### config.mk
export PLATFORM = sky130hd
export DESIGN_NAME = nvc_ctrl
export DESIGN_NICKNAME = d
export VERILOG_FILES = /design/src/hdl/nvc_pkg.sv /design/src/hdl/nvc_ctrl.sv
export VERILOG_INCLUDE_DIRS = /design/src /design/src/hdl
export SDC_FILE = /design/constraint.sdc
export NUM_CORES = 1
export LEC_CHECK = 0
export CORE_MARGIN = 10
export CORE_UTILIZATION = 52
export CTS_BUF_LIST = sky130_fd_sc_hd__clkbuf_4
export DETAILED_ROUTE_END_ITERATION = 10
export DONT_BUFFER_PORTS = 1
export HOLD_SLACK_MARGIN = 0.1
export PLACE_DENSITY = 0.69
export SLEW_MARGIN = 20
export SYNTH_ARGS = -nofsm -noshare
export SYNTH_HDL_FRONTEND = slang
export SYNTH_SLANG_ARGS = --single-unit
export TNS_END_PERCENT = 30
### constraint.sdc
create_clock -name i_sys_clk -period 2.4 [get_ports i_sys_clk]
set_input_delay 0.12 -clock i_sys_clk [delete_from_list [all_inputs] [get_ports i_sys_clk]]
set_output_delay 0.12 -clock i_sys_clk [all_outputs]
set_load 0.03 [all_outputs]
### src/hdl/nvc_regs.svh
// Register map and field positions of the nonvolatile controller register block
`ifndef NVC_REGS_SVH
`define NVC_REGS_SVH

`define NVC_OFS_COMMAND      8'h00
`define NVC_OFS_PROTECT      8'h01
`define NVC_OFS_STATUS       8'h02
`define NVC_OFS_INT_ENABLE   8'h03
`define NVC_OFS_INT_FLAG     8'h04
`define NVC_OFS_DATA_LOW     8'h06
`define NVC_OFS_DATA_HIGH    8'h07
`define NVC_OFS_ADDR_LOW     8'h08
`define NVC_OFS_ADDR_HIGH    8'h09

`define NVC_BIT_APP_WP       0
`define NVC_BIT_BOOT_LOCK    1
`define NVC_BIT_FLASH_ACT    0
`define NVC_BIT_EEPROM_ACT   1
`define NVC_BIT_WRITE_FAULT  2
`define NVC_BIT_EE_IDLE      0

`define NVC_ZERO8            8'h00
`define NVC_ZERO16           16'h0000
`define NVC_ZERO3            3'h0

`endif

### src/hdl/nvc_pkg.sv
// Types shared by the nonvolatile controller register block
package nvc_pkg;

  typedef enum logic [2:0] {
    NVC_CMD_NONE,
    NVC_CMD_WRITE_PAGE,
    NVC_CMD_ERASE_PAGE,
    NVC_CMD_ERASE_WRITE,
    NVC_CMD_BUF_CLEAR,
    NVC_CMD_CHIP_ERASE,
    NVC_CMD_EEPROM_ERASE,
    NVC_CMD_FUSE_WRITE
  } nvc_cmd_t;

  typedef struct packed {
    logic [7:0] addr;
    logic [7:0] wdata;
    logic       wr;
    logic       rd;
    logic       from_debug;
  } nvc_bus_req_t;

  typedef struct packed {
    logic        valid;
    logic [15:0] addr;
    logic        fault;
  } nvc_done_t;

  typedef struct packed {
    logic       valid;
    nvc_cmd_t   cmd;
  } nvc_cmd_req_t;

endpackage

### src/hdl/nvc_ctrl.sv
// Register block of the nonvolatile memory controller: protection, status, irq, data, address
//
// Chosen here: strobed register access.
`timescale 1ns/100ps
`include "nvc_regs.svh"

module nvc_ctrl (
  input  wire logic                  i_sys_clk,
  input  wire logic                  i_reset,
  input  wire nvc_pkg::nvc_bus_req_t i_bus,
  output logic [7:0]                 o_rdata,
  input  wire logic                  i_exec_in_boot,
  input  wire logic                  i_flash_active,
  input  wire logic                  i_eeprom_active,
  input  wire nvc_pkg::nvc_done_t    i_done,
  input  wire logic [15:0]           i_boot_rdata,
  output logic [15:0]                o_boot_rdata,
  output nvc_pkg::nvc_cmd_req_t      o_cmd,
  output logic [15:0]                o_write_data,
  output logic [15:0]                o_target_address,
  output logic                       o_app_write_protect,
  output logic                       o_boot_read_lock,
  output logic                       o_irq
);
  import nvc_pkg::*;

  // ==========================================================
  // State
  logic        app_wp_q;
  logic        boot_armed_q;
  logic        boot_lock_q;
  logic        was_in_boot_q;
  logic        write_fault_q;
  logic        irq_en_q;
  logic        ee_idle_q;
  logic [15:0] data_q;
  logic [15:0] addr_q;
  logic [7:0]  rdata_q;
  logic [7:0]  status_d;
  nvc_cmd_req_t cmd_q;
  logic        wr_ctl;
  logic        wr_pro;
  logic        clr_idle;
  nvc_cmd_t    cmd_w;

  assign wr_ctl   = i_bus.wr && (i_bus.addr == `NVC_OFS_COMMAND);
  assign wr_pro   = i_bus.wr && (i_bus.addr == `NVC_OFS_PROTECT);
  assign clr_idle = i_bus.wr && (i_bus.addr == `NVC_OFS_INT_FLAG)
                    && i_bus.wdata[`NVC_BIT_EE_IDLE];
  assign cmd_w    = nvc_cmd_t'(i_bus.wdata[2:0]);

  // ==========================================================
  // Section protection
  always_ff @(posedge i_sys_clk) begin
    if (i_reset) begin
      app_wp_q <= 1'b0;
    end else if (wr_pro && i_bus.wdata[`NVC_BIT_APP_WP]) begin
      app_wp_q <= 1'b1;
    end
  end

  // Arm on write from boot code; enforce after first exit
  always_ff @(posedge i_sys_clk) begin
    if (i_reset) begin
      boot_armed_q <= 1'b0;
      boot_lock_q  <= 1'b0;
    end else begin
      if (wr_pro && i_bus.wdata[`NVC_BIT_BOOT_LOCK] && i_exec_in_boot) begin
        boot_armed_q <= 1'b1;
      end
      if ((boot_armed_q || boot_lock_q) && !i_exec_in_boot) begin
        boot_lock_q <= 1'b1;
      end
    end
  end

  always_ff @(posedge i_sys_clk) begin
    if (i_reset) begin
      was_in_boot_q <= 1'b0;
    end else begin
      was_in_boot_q <= i_exec_in_boot;
    end
  end

  assign o_boot_read_lock    = boot_lock_q;
  assign o_app_write_protect = app_wp_q;
  // Gating is combinational so the very first locked fetch is already zero
  assign o_boot_rdata = boot_lock_q ? `NVC_ZERO16 : i_boot_rdata;

  // ==========================================================
  // Commands
  always_ff @(posedge i_sys_clk) begin
    if (i_reset) begin
      cmd_q <= '0;
    end else begin
      cmd_q.valid <= 1'b0;
      cmd_q.cmd   <= NVC_CMD_NONE;
      if (wr_ctl && cmd_w != NVC_CMD_NONE
          && (cmd_w != NVC_CMD_FUSE_WRITE || i_bus.from_debug)) begin
        cmd_q.valid <= 1'b1;
        cmd_q.cmd   <= cmd_w;
      end
    end
  end
  assign o_cmd = cmd_q;

  // ==========================================================
  // Status
  always_ff @(posedge i_sys_clk) begin
    if (i_reset) begin
      write_fault_q <= 1'b0;
    end else if (i_done.valid) begin
      write_fault_q <= i_done.fault;
    end
  end

  always_comb begin
    status_d = `NVC_ZERO8;
    status_d[`NVC_BIT_FLASH_ACT]   = i_flash_active;
    status_d[`NVC_BIT_EEPROM_ACT]  = i_eeprom_active;
    status_d[`NVC_BIT_WRITE_FAULT] = write_fault_q;
  end

  // ==========================================================
  // Interrupt
  always_ff @(posedge i_sys_clk) begin
    if (i_reset) begin
      irq_en_q <= 1'b0;
    end else if (i_bus.wr && i_bus.addr == `NVC_OFS_INT_ENABLE) begin
      irq_en_q <= i_bus.wdata[`NVC_BIT_EE_IDLE];
    end
  end

  // Set wins over clear: idle level keeps the flag up
  always_ff @(posedge i_sys_clk) begin
    if (i_reset) begin
      ee_idle_q <= 1'b0;
    end else if (!i_eeprom_active && !i_reset) begin
      ee_idle_q <= 1'b1;
    end else if (clr_idle) begin
      ee_idle_q <= 1'b0;
    end
  end

  assign o_irq = irq_en_q && ee_idle_q;

  // ==========================================================
  // Data and address
  always_ff @(posedge i_sys_clk) begin
    if (i_reset) begin
      data_q <= `NVC_ZERO16;
    end else if (i_bus.wr && i_bus.addr == `NVC_OFS_DATA_LOW) begin
      data_q[7:0] <= i_bus.wdata;
    end else if (i_bus.wr && i_bus.addr == `NVC_OFS_DATA_HIGH) begin
      data_q[15:8] <= i_bus.wdata;
    end
  end

  // Engine update wins over a software write in the same cycle
  always_ff @(posedge i_sys_clk) begin
    if (i_reset) begin
      addr_q <= `NVC_ZERO16;
    end else if (i_done.valid) begin
      addr_q <= i_done.addr;
    end else if (i_bus.wr && i_bus.addr == `NVC_OFS_ADDR_LOW) begin
      addr_q[7:0] <= i_bus.wdata;
    end else if (i_bus.wr && i_bus.addr == `NVC_OFS_ADDR_HIGH) begin
      addr_q[15:8] <= i_bus.wdata;
    end
  end

  assign o_write_data     = data_q;
  assign o_target_address = addr_q;

  // ==========================================================
  // Read port, data one cycle after the strobe
  always_ff @(posedge i_sys_clk) begin
    if (i_reset) begin
      rdata_q <= `NVC_ZERO8;
    end else if (i_bus.rd) begin
      unique case (i_bus.addr)
        `NVC_OFS_COMMAND:    rdata_q <= {5'h0_0, cmd_q.cmd};
        `NVC_OFS_PROTECT:    rdata_q <= {6'h00, boot_lock_q | boot_armed_q, app_wp_q};
        `NVC_OFS_STATUS:     rdata_q <= status_d;
        `NVC_OFS_INT_ENABLE: rdata_q <= {7'h00, irq_en_q};
        `NVC_OFS_INT_FLAG:   rdata_q <= {7'h00, ee_idle_q};
        `NVC_OFS_DATA_LOW:   rdata_q <= data_q[7:0];
        `NVC_OFS_DATA_HIGH:  rdata_q <= data_q[15:8];
        `NVC_OFS_ADDR_LOW:   rdata_q <= addr_q[7:0];
        `NVC_OFS_ADDR_HIGH:  rdata_q <= addr_q[15:8];
        default:             rdata_q <= `NVC_ZERO8;
      endcase
    end else begin
      rdata_q <= `NVC_ZERO8;
    end
  end
  assign o_rdata = rdata_q;

  // ==========================================================
  // Checks
  AST_BOOT_ZERO: assert property (@(posedge i_sys_clk) disable iff (i_reset)
    boot_lock_q |-> o_boot_rdata == `NVC_ZERO16)
    else $error("boot data not zero under lock");
  AST_BOOT_SOURCE: assert property (@(posedge i_sys_clk) disable iff (i_reset)
    $rose(boot_armed_q) |-> $past(i_exec_in_boot))
    else $error("boot lock armed from outside boot");
  AST_BOOT_DEFER: assert property (@(posedge i_sys_clk) disable iff (i_reset)
    (boot_armed_q && !boot_lock_q && i_exec_in_boot) |=> !boot_lock_q)
    else $error("boot lock enforced before leaving boot");
  AST_BOOT_ENTER: assert property (@(posedge i_sys_clk) disable iff (i_reset)
    (boot_armed_q && !i_exec_in_boot) |=> boot_lock_q)
    else $error("boot lock not enforced after exit");
  AST_APP_STICKY: assert property (@(posedge i_sys_clk) disable iff (i_reset)
    app_wp_q |=> app_wp_q)
    else $error("app protect dropped");
  AST_FAULT_LAST: assert property (@(posedge i_sys_clk) disable iff (i_reset)
    i_done.valid |=> write_fault_q == $past(i_done.fault))
    else $error("write fault not from last op");
  AST_BUSY_BITS: assert property (@(posedge i_sys_clk) disable iff (i_reset)
    i_bus.rd && i_bus.addr == `NVC_OFS_STATUS
    |=> o_rdata[1:0] == $past({i_eeprom_active, i_flash_active}))
    else $error("busy bits wrong");
  AST_IRQ_LEVEL: assert property (@(posedge i_sys_clk) disable iff (i_reset)
    o_irq == (irq_en_q && ee_idle_q))
    else $error("irq level wrong");
  AST_IDLE_SET: assert property (@(posedge i_sys_clk) disable iff (i_reset)
    !i_eeprom_active |=> ee_idle_q)
    else $error("idle flag not set");
  AST_IDLE_CLR: assert property (@(posedge i_sys_clk) disable iff (i_reset)
    (clr_idle && i_eeprom_active) |=> !ee_idle_q)
    else $error("idle flag not cleared");
  AST_FUSE_GATE: assert property (@(posedge i_sys_clk) disable iff (i_reset)
    (wr_ctl && cmd_w == NVC_CMD_FUSE_WRITE && !i_bus.from_debug) |=> !o_cmd.valid)
    else $error("fuse write taken from cpu");
  AST_ADDR_HIGH: assert property (@(posedge i_sys_clk) disable iff (i_reset)
    (i_bus.wr && i_bus.addr == `NVC_OFS_ADDR_HIGH && !i_done.valid)
    |=> addr_q[15:8] == $past(i_bus.wdata))
    else $error("address high byte not written");
  AST_ADDR_DONE: assert property (@(posedge i_sys_clk) disable iff (i_reset)
    i_done.valid |=> addr_q == $past(i_done.addr))
    else $error("address not updated");
  AST_DATA_LOW: assert property (@(posedge i_sys_clk) disable iff (i_reset)
    (i_bus.wr && i_bus.addr == `NVC_OFS_DATA_LOW) |=> data_q[7:0] == $past(i_bus.wdata))
    else $error("data low byte not written");
  AST_RSVD_ZERO: assert property (@(posedge i_sys_clk) disable iff (i_reset)
    (i_bus.rd && i_bus.addr == `NVC_OFS_INT_FLAG) |=> o_rdata[7:1] == 7'h00)
    else $error("reserved bits not zero");

  // ==========================================================
  // Checks on read port and command decode
  AST_RDATA_IDLE: assert property (@(posedge i_sys_clk) disable iff (i_reset)
    !i_bus.rd |=> o_rdata == `NVC_ZERO8)
    else $error("read data not zero outside read");

  AST_CMD_NONE: assert property (@(posedge i_sys_clk) disable iff (i_reset)
    (wr_ctl && cmd_w == NVC_CMD_NONE) |=> !o_cmd.valid)
    else $error("no-command write gave a pulse");

  AST_CMD_TAKE: assert property (@(posedge i_sys_clk) disable iff (i_reset)
    (wr_ctl && cmd_w != NVC_CMD_NONE && cmd_w != NVC_CMD_FUSE_WRITE)
    |=> (o_cmd.valid && o_cmd.cmd == $past(cmd_w)))
    else $error("command not issued");

  AST_FUSE_DEBUG: assert property (@(posedge i_sys_clk) disable iff (i_reset)
    (wr_ctl && cmd_w == NVC_CMD_FUSE_WRITE && i_bus.from_debug)
    |=> (o_cmd.valid && o_cmd.cmd == NVC_CMD_FUSE_WRITE))
    else $error("fuse write from debug port dropped");

  AST_CMD_CAUSE: assert property (@(posedge i_sys_clk) disable iff (i_reset)
    o_cmd.valid |-> $past(wr_ctl))
    else $error("command pulse without write");

  // ==========================================================
  // Checks on protection
  AST_BOOT_STICKY: assert property (@(posedge i_sys_clk) disable iff (i_reset)
    boot_lock_q |=> boot_lock_q)
    else $error("boot lock dropped");

  AST_ARM_STICKY: assert property (@(posedge i_sys_clk) disable iff (i_reset)
    boot_armed_q |=> boot_armed_q)
    else $error("boot lock arming dropped");

  AST_BOOT_PASS: assert property (@(posedge i_sys_clk) disable iff (i_reset)
    !boot_lock_q |-> o_boot_rdata == i_boot_rdata)
    else $error("boot data gated without lock");

  AST_LOCK_CAUSE: assert property (@(posedge i_sys_clk) disable iff (i_reset)
    $rose(boot_lock_q) |-> ($past(boot_armed_q) && !$past(i_exec_in_boot)))
    else $error("boot lock enforced without arming and exit");

  // Registered copy shows execution had already left boot code
  AST_LOCK_EXIT: assert property (@(posedge i_sys_clk) disable iff (i_reset)
    $rose(boot_lock_q) |-> !was_in_boot_q)
    else $error("boot lock enforced inside boot");

  AST_ARM_IGNORE: assert property (@(posedge i_sys_clk) disable iff (i_reset)
    (wr_pro && i_bus.wdata[`NVC_BIT_BOOT_LOCK] && !i_exec_in_boot && !boot_armed_q)
    |=> !boot_armed_q)
    else $error("boot lock armed from application code");

  AST_APP_SET: assert property (@(posedge i_sys_clk) disable iff (i_reset)
    (wr_pro && i_bus.wdata[`NVC_BIT_APP_WP]) |=> app_wp_q)
    else $error("app protect not set");

  AST_APP_HOLD: assert property (@(posedge i_sys_clk) disable iff (i_reset)
    (!app_wp_q && !(wr_pro && i_bus.wdata[`NVC_BIT_APP_WP])) |=> !app_wp_q)
    else $error("app protect set without write");

  // ==========================================================
  // Checks on status and interrupt
  AST_FAULT_HOLD: assert property (@(posedge i_sys_clk) disable iff (i_reset)
    !i_done.valid |=> $stable(write_fault_q))
    else $error("write fault changed without operation end");

  AST_STATUS_FAULT: assert property (@(posedge i_sys_clk) disable iff (i_reset)
    (i_bus.rd && i_bus.addr == `NVC_OFS_STATUS)
    |=> o_rdata[`NVC_BIT_WRITE_FAULT] == $past(write_fault_q))
    else $error("write fault not readable");

  AST_STATUS_BUSY: assert property (@(posedge i_sys_clk) disable iff (i_reset)
    (i_bus.rd && i_bus.addr == `NVC_OFS_STATUS)
    |=> o_rdata[`NVC_BIT_FLASH_ACT] == $past(i_flash_active))
    else $error("flash busy not readable");

  AST_STATUS_RSVD: assert property (@(posedge i_sys_clk) disable iff (i_reset)
    (i_bus.rd && i_bus.addr == `NVC_OFS_STATUS) |=> o_rdata[7:3] == 5'h00)
    else $error("status reserved bits not zero");

  AST_INTEN_RSVD: assert property (@(posedge i_sys_clk) disable iff (i_reset)
    (i_bus.rd && i_bus.addr == `NVC_OFS_INT_ENABLE) |=> o_rdata[7:1] == 7'h00)
    else $error("enable reserved bits not zero");

  AST_IRQ_EN_WR: assert property (@(posedge i_sys_clk) disable iff (i_reset)
    (i_bus.wr && i_bus.addr == `NVC_OFS_INT_ENABLE)
    |=> irq_en_q == $past(i_bus.wdata[`NVC_BIT_EE_IDLE]))
    else $error("interrupt enable not written");

  AST_IRQ_DROP: assert property (@(posedge i_sys_clk) disable iff (i_reset)
    !ee_idle_q |-> !o_irq)
    else $error("irq high with flag clear");

  AST_IDLE_HOLD: assert property (@(posedge i_sys_clk) disable iff (i_reset)
    (i_eeprom_active && !clr_idle) |=> $stable(ee_idle_q))
    else $error("idle flag changed while busy");

  AST_FLAG_READ: assert property (@(posedge i_sys_clk) disable iff (i_reset)
    (i_bus.rd && i_bus.addr == `NVC_OFS_INT_FLAG) |=> o_rdata[0] == $past(ee_idle_q))
    else $error("idle flag not readable");

  // ==========================================================
  // Checks on data and address
  AST_DATA_HIGH: assert property (@(posedge i_sys_clk) disable iff (i_reset)
    (i_bus.wr && i_bus.addr == `NVC_OFS_DATA_HIGH) |=> data_q[15:8] == $past(i_bus.wdata))
    else $error("data high byte not written");

  AST_ADDR_LOW: assert property (@(posedge i_sys_clk) disable iff (i_reset)
    (i_bus.wr && i_bus.addr == `NVC_OFS_ADDR_LOW && !i_done.valid)
    |=> addr_q[7:0] == $past(i_bus.wdata))
    else $error("address low byte not written");

  AST_DATA_READ: assert property (@(posedge i_sys_clk) disable iff (i_reset)
    (i_bus.rd && i_bus.addr == `NVC_OFS_DATA_LOW) |=> o_rdata == $past(data_q[7:0]))
    else $error("data low byte not readable");

  AST_ADDR_READ: assert property (@(posedge i_sys_clk) disable iff (i_reset)
    (i_bus.rd && i_bus.addr == `NVC_OFS_ADDR_HIGH) |=> o_rdata == $past(addr_q[15:8]))
    else $error("address high byte not readable");

  AST_ADDR_HOLD: assert property (@(posedge i_sys_clk) disable iff (i_reset)
    (!i_done.valid && !(i_bus.wr && (i_bus.addr == `NVC_OFS_ADDR_LOW
                                     || i_bus.addr == `NVC_OFS_ADDR_HIGH)))
    |=> $stable(addr_q))
    else $error("address changed without update");

endmodule

==> summary.txt <==
Power and ir drop
  – Pleak: 1.36 nW
  – Maximum vdd drop: 0.000415 V
  – Share of power burned in combinational logic: 0.157
  – Sw Ratio: 0.305
  – Final Power: 1.57 mW
  – Internal: 1.09 mW
  – Pwr dens: 495 nW/µm²
  – Part of the power in registers: 0.580
  – Clock power share: 0.262
  – Net load switching power: 0.478 mW

GRT
  – Number of global-route vias before repair: 2,451
  – Overall Global Routing Usage: 0.213
  – Total congestion overflow: 0
  – Initial antenna violation count: 0
  – First-pass GRT wire length: 14,000 µm
  – Largest net degree at the start of global routing: 41

Logic synthesis
  – Top_reg_cell synth: dfxtp_1
  – Post-synth EDFFs: 0
  – YS warnings: 0
  – Synthesized Nets: 334
  – Yosys top cell by area: dfxtp_1
  – Seq/Total Area, Yosys: 0.392
  – Syn Area/Cell: 9.24 µm²
  – Post-synthesis cell count: 276
  – Netlist Area Pre-Place: 2550 µm²
  – Number of synthesized register bits: 50
  – Largest cells by area after synthesis: dfxtp_1, mux2i_1, nor2_1
  – Post-synth top area share: 0.392
  – Yosys cell types: 46
  – Async SR Flop Fraction: 0

Drt
  – Vias per std cell: 6.16
  – WL final: 9120 µm
  – 1st-iter DRT viols: 255
  – DRC viols: 0
  – Routed Antenna Nets: 0
  – Total number of vias: 2,401
  – WL/cell: 23.4 µm
  – DRT Pass-1 Iters: 5

Clock tree
  – CTS tree: built
  – CTS buffer count: 5
  – Number of H-tree levels: 2
  – Clock Tree Root: clkbuf_4
  – Skew-Pair Late Insertion Delay: 380 ps
  – Max Buffers Root-to-Sink: 2
  – Total clock sinks: 50
  – Clock transition at path regs: 150 ps

Setup path
  – Slowest-stage cell, CP: dlygate4sd3_1
  – Critical-path maximum fanout: 40
  – Crit path DAT: 2620 ps
  – Worst r2r src: o_target_address[6]
  – CP Capture Type: flip-flop
  – Max incr delay on CP: 600 ps
  – CP startpoint kind: input pin
  – WP data required: 2720 ps
  – Crit-path most repeated cell: dlygate4sd3_1
  – Crit-path cells: dlygate4sd3_1, buf_12, nor3_2, dlygate4sd3_1, o311ai_0, dlygate4sd3_1, nor2_2, and2_1
  – Reg2Reg Setup Slack: 830 ps
  – Crit path from: i_reset
  – Setup CP Type: in2reg

Floorplanning
  – Initial Util: 0.537
  – Die Wd: 90.0 µm
  – Full die area: 8110 µm²
  – Core area: 4750 µm²
  – # IOs: 121
  – Num rows: 25
  – Die Y: 90.0 µm

Min path
  – Worst hold path type: in2reg
  – Min-delay src: i_bus[2]

Timing
  – Max-slew violation count: 0
  – Unrepaired setup endpoints after global routing: false
  – Worst slew margin: 0.335
  – Slew @ Worst Pin: 994 ps
  – Period utilization: 0.958
  – Final Setup Violations: 0
  – Worst Clk Skew: 16.2 ps
  – Setup TNS: 0 ps
  – Post-layout minimum cycle time: 2300 ps
  – Fin. Hold Viols: 0
  – Final setup margin: 101 ps
  – Achievable frequency: 0.435 GHz

Status
  – Status: finished clean

Cells and area
  – Design area: 3170 µm²
  – Most common cell after layout, fill and taps aside: dlygate4sd3_1
  – Area Overhead vs Synth: 24.2%
  – Fraction of layout cells with a size suffix above 1: 0.0963
  – Nets: 379
  – Most frequent cells in the layout: dlygate4sd3_1, dfxtp_1, mux2i_1, nor2_1, nand2_1

Place
  – Global placement routability congestion: 0.815
  – Pre-CTS setup slack: 824 ps
  – Placed cell area: 2510 µm²
  – DP HPWL: 5630 µm
  – Port-buffer cells: 0

Run
  – Maxcap violations: 0
## cells by family (layout without fill, tap and decap cells)
logic type / count (synthesis) / count (layout) / synth area share
muxes: 36 / 36 / 0.143
and+or+nand+nor: 103 / 103 / 0.218
DFF: 50 / 50 / 0.392
buffers and inverters: 35 / 81 / 0.0736
AOI/OAI and AO/OA: 52 / 52 / 0.173
other: 0 / 1 / 0
## per-stage QoR
step	utilization	hold WS [ps]	cells
after floorplan	-	212	276
after global placement	0.529	195	324
after detailed placement	0.529	196	324
after CTS	0.663	104	389
after global routing	0.666	115	389
final	0.667	118	390
## registers in the layout, indices dropped and copies added, names as in the netlist
name,count
boot_armed_q,1
ee_idle_q,1
irq_en_q,1
o_app_write_protect,1
o_boot_read_lock,1
o_cmd,4
o_rdata,8
o_target_address,16
o_write_data,16
write_fault_q,1
## area by class of cell
class	count	area (µm²)
Timing Repair Buffer	59	598
Sequential cell	50	1000
Tap cell	67	83.8
Antenna cell	1	2.50
Multi-Input combinational cell	191	1370
Clock inverter	2	13.8
Fill cell	371	1590
Clock buffer	6	45.0
Inverter	14	52.6
## power by group through the flow
| stage | clock network (mW) | registers, mW | logic, mW |
|---|---|---|---|
| floorplan | 0 | 0.920 | 0.158 |
| global placement | 0 | 0.930 | 0.129 |
| detailed placement | 0 | 0.930 | 0.132 |
| CTS | 0.414 | 0.912 | 0.239 |
| global route | 0.445 | 0.915 | 0.264 |
| finish | 0.412 | 0.911 | 0.247 |
## per-layer routing
layer  wire length [µm]  vias up  GRT usage
li1                   -     1072          -
met3               1080       35     0.0881
met2               4240      178      0.346
met1               3400     1116      0.232
met5                  0        -          0
met4                386        0      0.118
## critical path, delay by kind of cell
| kind | cells | cell delay [ps] |
|---|---|---|
| AO/OA/AOI/OAI | 1 | 130 |
| buffers and inverters | 4 | 1950 |
| AND/OR/NAND/NOR | 3 | 420 |
## cell usage after synthesis (5+ instances only)
cell and number:
nor2b_1 19, a21oi_1 17, a221oi_1 6, nor2_1 35
clkbuf_1 8, o22a_1 6, nand2_1 23, inv_1 14
buf_6 5, dfxtp_1 50, mux2i_1 33, a221oi_2 6
## final timing paths
path | depth (start not counted) | to
min | 3 | o_write_data[12]
max | 8 | o_cmd[1]
min reg2reg | 2 | write_fault_q
max reg2reg | 3 | o_target_address[6]
## repair_timing
action,in CTS,in global routing
resized for setup,0,4
hold buffers,57,0
setup buffers,0,0
endpoints found under the setup margin,0,10
endpoints found under the hold margin,50,0
Power figures use the tool's default switching activity.
